--- config.mk ---
export PLATFORM = sky130hd
export DESIGN_NAME = tap_access_port
export DESIGN_NICKNAME = d
export VERILOG_FILES = /design/src/design/tap_pkg.sv /design/src/design/tap_access_port.sv /design/src/design/tap_cp_decode.sv /design/src/design/tap_stage.sv
export VERILOG_INCLUDE_DIRS = /design/src /design/src/design
export SDC_FILE = /design/constraint.sdc
export NUM_CORES = 1
export LEC_CHECK = 0
export BUFFER_PORTS_ARGS = -buffer_cell sky130_fd_sc_hd__buf_2
export CAP_MARGIN = 20
export CORE_MARGIN = 2
export CORE_UTILIZATION = 30
export DETAILED_ROUTE_END_ITERATION = 10
export PLACE_DENSITY = 0.54
export SYNTH_ARGS = -nofsm -noshare
export SYNTH_HDL_FRONTEND = slang
export SYNTH_HIERARCHICAL = 1
export SYNTH_SLANG_ARGS = --single-unit
--- constraint.sdc ---
create_clock -name sys_clk -period 2.4 [get_ports sys_clk]
set_input_delay 0.36 -clock sys_clk [delete_from_list [all_inputs] [get_ports sys_clk]]
set_output_delay 0.36 -clock sys_clk [all_outputs]
set_load 0.05 [all_outputs]
--- src/design/tap_regs.svh ---
/*
 * Constants of the test access port into the translation buffers:
 * coprocessor operation codes, field positions, encodings and reset values.
 * Assumes a single includer scope; definitions only.
 */
`ifndef TAP_REGS_SVH
`define TAP_REGS_SVH

// coprocessor addressing
`define TAP_CRN_TEST       4'hf
`define TAP_OPC1_SELECT    3'h0
`define TAP_OPC1_TEST_A    3'h4
`define TAP_OPC1_TEST_B    3'h5
`define TAP_CRM_SELECT     4'h1
`define TAP_CRM_TAG_RD     4'h2
`define TAP_CRM_TAG_WR     4'h3
`define TAP_CRM_PERM_RD    4'h4
`define TAP_CRM_PERM_WR    4'h5
`define TAP_CRM_XFER       4'h7
`define TAP_OPC2_MAIN      3'h0
`define TAP_OPC2_LOCK      3'h1

// entry select word
`define TAP_SEL_WAY_BIT    31
`define TAP_SEL_IDX_HI     14
`define TAP_SEL_IDX_LO     10
`define TAP_SEL_LIDX_HI    28
`define TAP_SEL_LIDX_LO    26

// tag staging word
`define TAP_TAG_MODIFIED_VIRT_ADDR_HI 31
`define TAP_TAG_MODIFIED_VIRT_ADDR_LO 10
`define TAP_TAG_VALID_BIT  4
`define TAP_TAG_SIZE_HI    3
`define TAP_TAG_SIZE_LO    0
`define TAP_TAG_KEEP_MASK  32'hffff_fc1f

// translation staging word
`define TAP_PERM_PHYSICAL_ADDR_HI 31
`define TAP_PERM_PHYSICAL_ADDR_LO 10
`define TAP_PERM_DOM_HI    7
`define TAP_PERM_DOM_LO    4
`define TAP_PERM_ACCESS_RIGHTS_HI 3
`define TAP_PERM_ACCESS_RIGHTS_LO 2
`define TAP_PERM_C_BIT     1
`define TAP_PERM_B_BIT     0
`define TAP_PERM_KEEP_MASK 32'hffff_fcff

// ram lanes per way
`define TAP_LANES_WAY0     4'h3
`define TAP_LANES_WAY1     4'hc

// reset values
`define TAP_SELECT_RESET   32'h0000_0000
`define TAP_STAGE_RESET    32'h0000_0000

`endif

--- src/design/tap_pkg.sv ---
/*
 * Types of the test access port: size codes, access rights, decoded operations.
 * Assumes nothing beyond a SystemVerilog compiler.
 */
`default_nettype none

package tap_pkg;

	typedef enum logic [3:0] {
		TAP_SIZE_1M   = 4'hb,
		TAP_SIZE_64K  = 4'h7,
		TAP_SIZE_16K  = 4'h5,
		TAP_SIZE_4K   = 4'h3,
		TAP_SIZE_1K   = 4'h1
	} tap_size_t;

	typedef enum logic [1:0] {
		TAP_RIGHTS_NONE    = 2'h0,
		TAP_RIGHTS_PRIV_RW = 2'h1,
		TAP_RIGHTS_USER_RO = 2'h2,
		TAP_RIGHTS_ALL_RW  = 2'h3
	} tap_access_rights_t;

	typedef enum logic [7:0] {
		TAP_OP_NONE    = 8'h01,
		TAP_OP_SEL_WR  = 8'h02,
		TAP_OP_SEL_RD  = 8'h04,
		TAP_OP_TAG_WR  = 8'h08,
		TAP_OP_TAG_RD  = 8'h10,
		TAP_OP_PERM_WR = 8'h20,
		TAP_OP_PERM_RD = 8'h40,
		TAP_OP_XFER    = 8'h80
	} tap_op_t;

endpackage : tap_pkg

`default_nettype wire

--- src/design/tap_access_port.sv ---
/*
 * Test access port into the two-way main translation buffer and the lockdown
 * buffer: entry select register, per-buffer staging registers, transfer
 * into the buffer rams, readback of the staged words.
 * Assumes the core issues at most one coprocessor operation per cycle on the
 * same clock and that both rams sit outside this block.
 */
// Contract
// - write entry select first; bit 31 picks way, other non-index bits zero
// - main buffer index comes from entry select bits 14 to 10
// - tag word: address 31:10, zero 9:5, valid bit 4, size 3:0
// - size codes 1011, 0111, 0101, 0011, 0001 mean 1M, 64K, 16K, 4K, 1K
// - translation word: address 31:10, zero 9:8, domain 7:4, rights 3:2, C, B
// - rights 00 none, 01 privileged, 10 adds user read, 11 all
// - write with opcode1 4 or 5 and crm 3 loads the tag staging
// - write with crm 5 loads the translation staging
// - write with crm 7 moves staging into ram at selected way and index
// - read crm 2 returns tag staging, crm 4 translation staging
// - opcode2 value 1 targets the lockdown buffer for every operation except entry select, which needs opcode2 0
// - main ram word is 112 bits, both ways per index
// - way 1 fields occupy the upper 56 bits of the write word
// - way 0 fields occupy the lower 56 bits of the write word
// - transfer replicates the entry onto both halves
// - only the selected way's lanes are enabled
// - ram writes on the edge with select high; four lane enables
`timescale 1ns/1ps
`default_nettype none
`include "tap_regs.svh"

module tap_access_port #(
	parameter int MAIN_IDX_W = 5,
	parameter int LOCK_IDX_W = 3
) (
	input  wire logic                  sys_clk,
	input  wire logic                  rst_n,
	input  wire logic                  cp_valid,
	input  wire logic                  cp_write,
	input  wire logic [2:0]            cp_opc1,
	input  wire logic [3:0]            cp_crn,
	input  wire logic [3:0]            cp_crm,
	input  wire logic [2:0]            cp_opc2,
	input  wire logic [31:0]           cp_wdata,
	output logic [31:0]                cp_rdata,
	output logic                       cp_rvalid,
	output logic                       cp_done,
	output logic                       tlb_ram_select,
	output logic [3:0]                 tlb_ram_lane_wr,
	output logic [MAIN_IDX_W-1:0]      tlb_ram_index,
	output logic [111:0]               tlb_ram_wdata,
	output logic                       lock_ram_select,
	output logic [LOCK_IDX_W-1:0]      lock_ram_index,
	output logic [55:0]                lock_ram_wdata,
	output logic                       size_code_legal
);
	import tap_pkg::*;

	tap_op_t        op;
	logic           op_lock;
	logic [31:0]    op_wdata;
	logic [31:0]    tlb_entry_select_reg;
	logic [31:0]    main_tag;
	logic [31:0]    main_perm;
	logic [31:0]    lock_tag;
	logic [31:0]    lock_perm;

	function automatic logic size_known(input logic [3:0] code);
		case (code)
			TAP_SIZE_1M, TAP_SIZE_64K, TAP_SIZE_16K, TAP_SIZE_4K, TAP_SIZE_1K: size_known = 1'b1;
			default: size_known = 1'b0;
		endcase
	endfunction : size_known

	function automatic logic [55:0] pack_entry(input logic [31:0] tag, input logic [31:0] perm);
		tap_access_rights_t rights;
		rights = tap_access_rights_t'(
			perm[`TAP_PERM_ACCESS_RIGHTS_HI:`TAP_PERM_ACCESS_RIGHTS_LO]);
		pack_entry = {tag[`TAP_TAG_MODIFIED_VIRT_ADDR_HI:`TAP_TAG_MODIFIED_VIRT_ADDR_LO],
		              tag[`TAP_TAG_SIZE_HI:`TAP_TAG_SIZE_LO],
		              perm[`TAP_PERM_PHYSICAL_ADDR_HI:`TAP_PERM_PHYSICAL_ADDR_LO],
		              perm[`TAP_PERM_DOM_HI:`TAP_PERM_DOM_LO],
		              rights,
		              perm[`TAP_PERM_C_BIT],
		              perm[`TAP_PERM_B_BIT]};
	endfunction : pack_entry

	tap_cp_decode u_decode (
		.sys_clk  (sys_clk),
		.rst_n    (rst_n),
		.cp_valid (cp_valid),
		.cp_write (cp_write),
		.cp_opc1  (cp_opc1),
		.cp_crn   (cp_crn),
		.cp_crm   (cp_crm),
		.cp_opc2  (cp_opc2),
		.cp_wdata (cp_wdata),
		.op       (op),
		.op_lock  (op_lock),
		.op_wdata (op_wdata)
	);

	wire main_tag_load  = op == TAP_OP_TAG_WR  && !op_lock;
	wire main_perm_load = op == TAP_OP_PERM_WR && !op_lock;
	wire lock_tag_load  = op == TAP_OP_TAG_WR  && op_lock;
	wire lock_perm_load = op == TAP_OP_PERM_WR && op_lock;

	tap_stage u_main_stage (
		.sys_clk   (sys_clk),
		.rst_n     (rst_n),
		.tag_load  (main_tag_load),
		.perm_load (main_perm_load),
		.load_data (op_wdata),
		.tag_reg   (main_tag),
		.perm_reg  (main_perm)
	);

	tap_stage u_lock_stage (
		.sys_clk   (sys_clk),
		.rst_n     (rst_n),
		.tag_load  (lock_tag_load),
		.perm_load (lock_perm_load),
		.load_data (op_wdata),
		.tag_reg   (lock_tag),
		.perm_reg  (lock_perm)
	);

	// only way, main index and lockdown index are kept
	wire [31:0] select_next = op_wdata & ({32{1'b0}}
	                        | (32'h1 << `TAP_SEL_WAY_BIT)
	                        | 32'h0000_7c00
	                        | 32'h1c00_0000);
	wire        sel_way     = tlb_entry_select_reg[`TAP_SEL_WAY_BIT];
	wire [MAIN_IDX_W-1:0] main_idx =
		MAIN_IDX_W'(tlb_entry_select_reg[`TAP_SEL_IDX_HI:`TAP_SEL_IDX_LO]);
	wire [LOCK_IDX_W-1:0] lock_idx =
		LOCK_IDX_W'(tlb_entry_select_reg[`TAP_SEL_LIDX_HI:`TAP_SEL_LIDX_LO]);

	wire        xfer_main  = op == TAP_OP_XFER && !op_lock;
	wire        xfer_lock  = op == TAP_OP_XFER && op_lock;
	wire [55:0] main_entry = pack_entry(main_tag, main_perm);
	wire [3:0]  way_lanes  = sel_way ? `TAP_LANES_WAY1 : `TAP_LANES_WAY0;

	wire [31:0] tag_rd  = op_lock ? lock_tag  : main_tag;
	wire [31:0] perm_rd = op_lock ? lock_perm : main_perm;
	wire        is_rd   = op == TAP_OP_TAG_RD || op == TAP_OP_PERM_RD || op == TAP_OP_SEL_RD;
	wire [31:0] rd_mux  = op == TAP_OP_TAG_RD  ? tag_rd :
	                      op == TAP_OP_PERM_RD ? perm_rd : tlb_entry_select_reg;

	always_ff @(posedge sys_clk) begin
		if (!rst_n) begin
			tlb_entry_select_reg <= `TAP_SELECT_RESET;
		end else if (op == TAP_OP_SEL_WR) begin
			tlb_entry_select_reg <= select_next;
		end
	end

	always_ff @(posedge sys_clk) begin
		if (!rst_n) begin
			cp_rdata  <= 32'h0000_0000;
			cp_rvalid <= 1'b0;
			cp_done   <= 1'b0;
		end else begin
			cp_rvalid <= is_rd;
			cp_done   <= op != TAP_OP_NONE;
			// read data held until the next read
			if (is_rd) begin
				cp_rdata <= rd_mux;
			end
		end
	end

	always_ff @(posedge sys_clk) begin
		if (!rst_n) begin
			tlb_ram_select  <= 1'b0;
			tlb_ram_lane_wr <= 4'h0;
			tlb_ram_index   <= '0;
			tlb_ram_wdata   <= 112'h0;
		end else begin
			tlb_ram_select  <= xfer_main;
			tlb_ram_lane_wr <= xfer_main ? way_lanes : 4'h0;
			if (xfer_main) begin
				tlb_ram_index <= main_idx;
				tlb_ram_wdata <= {main_entry, main_entry};
			end
		end
	end

	always_ff @(posedge sys_clk) begin
		if (!rst_n) begin
			lock_ram_select <= 1'b0;
			lock_ram_index  <= '0;
			lock_ram_wdata  <= 56'h0;
		end else begin
			lock_ram_select <= xfer_lock;
			if (xfer_lock) begin
				lock_ram_index <= lock_idx;
				lock_ram_wdata <= pack_entry(lock_tag, lock_perm);
			end
		end
	end

	// legality of the staged main size
	always_ff @(posedge sys_clk) begin
		if (!rst_n) begin
			size_code_legal <= 1'b0;
		end else begin
			size_code_legal <= size_known(main_tag[`TAP_TAG_SIZE_HI:`TAP_TAG_SIZE_LO]);
		end
	end

endmodule : tap_access_port

`default_nettype wire

--- src/design/tap_cp_decode.sv ---
/*
 * Registered decoder of one coprocessor operation into a one-hot op code,
 * the buffer it targets and its write data.
 * Assumes the request fields are valid in the cycle cp_valid is high.
 */
`timescale 1ns/1ps
`default_nettype none
`include "tap_regs.svh"

module tap_cp_decode (
	input  wire logic          sys_clk,
	input  wire logic          rst_n,
	input  wire logic          cp_valid,
	input  wire logic          cp_write,
	input  wire logic [2:0]    cp_opc1,
	input  wire logic [3:0]    cp_crn,
	input  wire logic [3:0]    cp_crm,
	input  wire logic [2:0]    cp_opc2,
	input  wire logic [31:0]   cp_wdata,
	output tap_pkg::tap_op_t   op,
	output logic               op_lock,
	output logic [31:0]        op_wdata
);
	import tap_pkg::*;

	wire       is_sel  = cp_crn == `TAP_CRN_TEST && cp_opc1 == `TAP_OPC1_SELECT
	                  && cp_crm == `TAP_CRM_SELECT && cp_opc2 == 3'h0;
	// both opcode1 values reach the same test operations
	wire       is_test = cp_crn == `TAP_CRN_TEST
	                  && (cp_opc1 == `TAP_OPC1_TEST_A || cp_opc1 == `TAP_OPC1_TEST_B)
	                  && (cp_opc2 == `TAP_OPC2_MAIN || cp_opc2 == `TAP_OPC2_LOCK);
	tap_op_t   op_next;

	always_comb begin
		op_next = TAP_OP_NONE;
		if (cp_valid && is_sel) begin
			op_next = cp_write ? TAP_OP_SEL_WR : TAP_OP_SEL_RD;
		end else if (cp_valid && is_test) begin
			case ({cp_write, cp_crm})
				{1'b0, `TAP_CRM_TAG_RD}:  op_next = TAP_OP_TAG_RD;
				{1'b0, `TAP_CRM_PERM_RD}: op_next = TAP_OP_PERM_RD;
				{1'b1, `TAP_CRM_TAG_WR}:  op_next = TAP_OP_TAG_WR;
				{1'b1, `TAP_CRM_PERM_WR}: op_next = TAP_OP_PERM_WR;
				{1'b1, `TAP_CRM_XFER}:    op_next = TAP_OP_XFER;
				default:                  op_next = TAP_OP_NONE;
			endcase
		end
	end

	always_ff @(posedge sys_clk) begin
		if (!rst_n) begin
			op       <= TAP_OP_NONE;
			op_lock  <= 1'b0;
			op_wdata <= 32'h0000_0000;
		end else begin
			op       <= op_next;
			op_lock  <= cp_opc2 == `TAP_OPC2_LOCK;
			op_wdata <= cp_wdata;
		end
	end

endmodule : tap_cp_decode

`default_nettype wire

--- src/design/tap_stage.sv ---
/*
 * Pair of staging registers (tag word and translation word) for one buffer.
 * Assumes load strobes are one-cycle pulses from the same clock.
 */
`timescale 1ns/1ps
`default_nettype none
`include "tap_regs.svh"

module tap_stage (
	input  wire logic          sys_clk,
	input  wire logic          rst_n,
	input  wire logic          tag_load,
	input  wire logic          perm_load,
	input  wire logic [31:0]   load_data,
	output logic [31:0]        tag_reg,
	output logic [31:0]        perm_reg
);
	always_ff @(posedge sys_clk) begin
		if (!rst_n) begin
			tag_reg  <= `TAP_STAGE_RESET;
			perm_reg <= `TAP_STAGE_RESET;
		end else begin
			if (tag_load) begin
				tag_reg <= load_data & `TAP_TAG_KEEP_MASK;
			end
			if (perm_load) begin
				perm_reg <= load_data & `TAP_PERM_KEEP_MASK;
			end
		end
	end

endmodule : tap_stage

`default_nettype wire

* After elaboration in Yosys (flattened, before gate mapping) *
Index checks and enable logic that the tools add are counted.

word-level totals
  bits in registers = 381
  bits in latches = 0
  RAM bits = 0
  memory bits (read-only) = 0
  output and inout bits = 217
  logic and storage cells = 74
  memories kept = 0

operators by class
  add/subtract/negate cells = 0
  multiply operators = 0
  div/mod/pow operators = 0
  magnitude comparators = 0
  eq/ne operators = 23
  shift operators = 0
  mux-type cells = 10
  bitwise gates (word level) = 0
  reductions and logical operators = 22

operators by type and width
  kind                  number
  $mux W32              4
  $pmux W8 S5           1
  $mux W8               2
  $eq A5 B5 Y1 const B  3
  $logic_and A1 B1 Y1   13
  $eq A4 B1 Y1 const B  2
  $eq A4 B3 Y1 const B  2
  $eq A4 B4 Y1 const B  2
  $eq A8 B2 Y1 const B  1
  $eq A8 B3 Y1 const B  1
  $eq A8 B4 Y1 const B  1
  $eq A8 B5 Y1 const B  1
  $eq A8 B6 Y1 const B  1
  $eq A8 B7 Y1 const B  1
  $eq A8 B8 Y1 const B  1
  $ne A8 B1 Y1 const B  1
  $eq A3 B3 Y1 const B  2
  $logic_not A3 Y1      2
  $eq A5 B2 Y1 const B  1
  $eq A5 B3 Y1 const B  1
  $reduce_or A5 Y1      1
  $eq A4 B2 Y1 const B  1
  $logic_or A1 B1 Y1    4
  $mux W4               1
  other kinds (5)       5

* Logic depth before layout (Yosys ltp) *
  depth after elaboration = 7
  depth in mapped cells = 9
  mapped depth without buffers = 5

* By module *
The synthesis kept the hierarchy.

modules (own cells, without submodules)
  module           times used  cells each  area an instance (sq um)  seq. area each (sq um)
  tap_access_port  1           821         7,155.6                   3,363.2
  tap_stage        2           192         2,242.2                   1,141.1
  tap_cp_decode    1           103         1,209.9                   820.8

* Worst setup path before layout *
OpenSTA, ideal clock, no wires.

  path type = reg2reg
  start point = register u_decode.op_lock
  end point = register u_lock_stage.tag_reg[11]
  library setup time = 0.116 ns
  arrival time = 1.814 ns
  required time = 2.284 ns
  setup slack = 0.470 ns
  stages on the path, launching flop included = 10
  path buffers = 5
  clock period less this slack = 1.930 ns
  cell sequence = dfxtp_1 > buf_2 > buf_2 > buf_2 > nand3_1 > nor3_1 > buf_6 > buf_12 > mux2i_1 > nor2b_1

on the way
  cells in the longest elaborated chain, start to end = 1

RTL lines
  element                   RTL line                RTL
  start: declaration        tap_cp_decode.sv:21     output logic op_lock,
  start signal: assignment  tap_cp_decode.sv:57     op_lock <= cp_opc2 == `TAP_OPC2_LOCK;
  $logic_and A1 B1 Y1       tap_access_port.sv:103  wire lock_tag_load = op == TAP_OP_TAG_WR && op_lock;
  named net lock_tag_load   tap_access_port.sv:103
  end signal: assignment    tap_stage.sv:20         tag_reg <= `TAP_STAGE_RESET;
  end signal: assignment    tap_stage.sv:24         tag_reg <= load_data & `TAP_TAG_KEEP_MASK;
  end: declaration          tap_stage.sv:15         output logic [31:0] tag_reg,

The timed path passes the listed nets, and every way through them passes these cells.
A chain may end at the register's enable or synchronous reset.

* Final worst setup path *
  start point = register u_decode.op[5]
  end point = register u_main_stage.perm_reg[0]

on the way
  cells in the longest elaborated chain, start to end = 2

RTL lines
  element                   RTL line                RTL
  start: declaration        tap_cp_decode.sv:20     output tap_pkg::tap_op_t op,
  start signal: assignment  tap_cp_decode.sv:56     op <= op_next;
  $eq A8 B6 Y1              tap_access_port.sv:102  wire main_perm_load = op == TAP_OP_PERM_WR && !op_lock;
  $logic_and A1 B1 Y1       tap_access_port.sv:102
  named net main_perm_load  tap_access_port.sv:102
  end signal: assignment    tap_stage.sv:21         perm_reg <= `TAP_STAGE_RESET;
  end signal: assignment    tap_stage.sv:27         perm_reg <= load_data & `TAP_PERM_KEEP_MASK;
  end: declaration          tap_stage.sv:16         output logic [31:0] perm_reg

The timed path passes the listed nets, and every way through them passes these cells.

==> summary.md <==
| Metric | Value |
|---|---|
| Flop-to-flop setup slack | `0.27 ns` |
| Fill cells | `4309` |
| Pin count of the biggest net entering global routing | `85` |
| # port buffers | `264` |
| CTS Root Cell | `clkbuf_16` |
| Hold Crit Depth | `2` |
| Vias | `9570` |
| Antenna Nets Post-Route | `0` |
| Crit start category | `flop` |
| CP arrival | `2.56 ns` |
| Actual slew at the worst max-slew pin | `1.03 ns` |
| Mapped Cells | `1304` |
| Worst slew margin relative to its limit | `0.316` |
| Status | `finished clean` |
| Hold Path Class | `primary input to flop` |
| Clk slew on worst S/H paths | `0.06 ns` |
| Clk sinks | `321` |
| Total Wirelength | `38.1 mm` |
| Die X | `211 um` |
| HPWL Detailed | `25.0 mm` |
| Initial Utilization | `0.304` |
| Setup TNS | `0 ns` |
| H-tree depth | `2` |
| ANT cells | `0` |
| Slew Limit Fails | `0` |
| PnR Total Power | `11.5 mW` |
| Cell area after synthesis | `0.0128 sq mm` |
| Final nets | `1543` |
| Layout cells sized above 1 | `0.265` |
| Die H | `211 um` |
| Clock Tree Buf Depth | `3` |
| Largest regs | `lock_ram_wdata x56, tlb_ram_wdata x56, cp_rdata x32` |
| Hold path startpoint | `cp_wdata[16]` |
| Fin crit period | `2.13 ns` |
| CP Capture Type | `flop` |
| Post-CTS sizing | `0` |
| Hold worst-path end | `u_decode/op_wdata[16]` |
| Maximum VDD drop | `0.000426 V` |
| Vias in the first global route | `9354` |
| Fmax | `469 MHz` |
| Leakage | `5.82 nW` |
| WS Path Type | `flop to flop` |
| First-pass GRT wire length | `57.2 mm` |
| WL/cell | `18.5 um` |
| GPL Wtd Cong | `0.764` |
| Io pins | `267` |
| Initial antenna violation count | `1` |
| All-Layer GR Usage | `0.169` |
| Pwr Density | `744 mW/mm^2` |
| 1st-pass router iterations | `5` |
| Ys Warns | `6` |
| Final setup fails | `0` |
| Clock skew | `0.0199 ns` |
| DRC | `0` |
| Required time worst endpoint | `2.83 ns` |
| Area grow syn2layout | `20.6%` |
| Num rows | `75` |
| Num CTS Buffers | `36` |
| Initial DRC count | `466` |
| Grt total ovfl | `0` |
| Worst flop-to-flop path startpoint | `u_decode/op[5]` |
| Final hold vios | `0` |
| CTS tree | `done` |
| Total die area | `0.0443 sq mm` |
| Clock latency on the worst-skew pair | `0.53 ns` |
| Core Box Area | `0.0420 sq mm` |
| Critical R2R Capture | `u_main_stage/perm_reg[0]` |
| Max_cap viols | `0` |
| Via density | `4.65` |
| Fin crit share | `0.888` |
| Crit-path max FO | `15` |
| Post-synthesis average cell area | `9.81 sq um` |
| FF-to-FF path depth | `6` |
| RSZ-0062 raised after global routing | `false` |
critical path, cell delays in order, from the launching register on:
cell,delay [ns]
dfxtp_1,0.41
inv_1,0.08
or4_1,0.58
nor3_2,0.26
buf_4,0.39
mux2i_1,0.25
nor2b_1,0.06
layout by cell type, fill, tap and decap left out, drive strengths merged, types with 2 or more instances in the layout:
cell / instances
nand4: 4
a22o: 21
inv: 6
buf: 296
and4: 4
o21ai: 3
a21o: 2
o2bb2ai: 9
or2: 2
conb: 14
nor4: 10
mux2i: 132
nor2: 6
and2: 32
nand3: 3
nor3: 10
clkinvlp: 2
a22oi: 11
clkbuf: 50
or4: 2
nand3b: 2
dfxtp: 321
a2bb2oi: 2
mux2: 4
nand2: 264
bufinv: 4
nor2b: 118
clkinv: 7
dlygate4sd3: 6
mux4: 21
o22ai: 9
nand2b: 3
a21oi: 130
through the flow:
stage | hold slack, ns | area (sq um) | utilization | setup slack (ns) | instances
floorplan | 0.427 | 12800 | - | 0.470 | 1316
global placement | 0.437 | 14100 | 0.335 | 0.309 | 1988
detailed placement | 0.443 | 14100 | 0.335 | 0.257 | 1988
CTS | 0.00247 | 15400 | 0.367 | 0.270 | 2057
global route | 0.0241 | 15400 | 0.367 | 0.0920 | 2057
finish | 0.0377 | 15400 | 0.367 | 0.270 | 2057
how the worst max path moves through the flow:
stage | startpoint | endpoint | slack (ns)
after floorplan | u_decode/op_lock | u_lock_stage/tag_reg[11] | 0.47
after global placement | u_decode/op[5] | u_main_stage/perm_reg[25] | 0.31
after detailed placement | u_decode/op[5] | u_main_stage/perm_reg[27] | 0.26
after CTS | u_decode/op[5] | u_main_stage/perm_reg[27] | 0.27
after global routing | u_decode/op[7] | cp_rdata[4] | 0.09
final | u_decode/op[5] | u_main_stage/perm_reg[0] | 0.27
report_power, final:
group,internal [mW],switching (mW)
logic,0.101,0.134
registers,5.35,0.0377
clock network,3.61,2.23
total,9.07,2.41
layer usage:
metal  track usage  vias to the layer above  routed length, um
met3        0.0294                       59               1630
met5             0                        -                 13
li1              -                     4684                  -
met2         0.272                      217              17300
met4        0.0656                        2               1080
met1         0.226                     4608              18100
timing repair:
action | CTS | global route
hold endpoints to repair | 5 | 0
hold buffers | 6 | 0
setup buffers | 0 | 0
final cells by class:
type / instances / area (sq um) / area share
clock buffer: 50 / 1090 / 0.0710
clock inverter: 13 / 174 / 0.0113
inverter: 6 / 25.0 / 0.00162
multi-input combinational: 826 / 5360 / 0.347
sequential: 321 / 6430 / 0.417
tap: 539 / 674 / 0.0437
timing repair buffer: 302 / 1670 / 0.109
(Power assumes the default switching activity.)
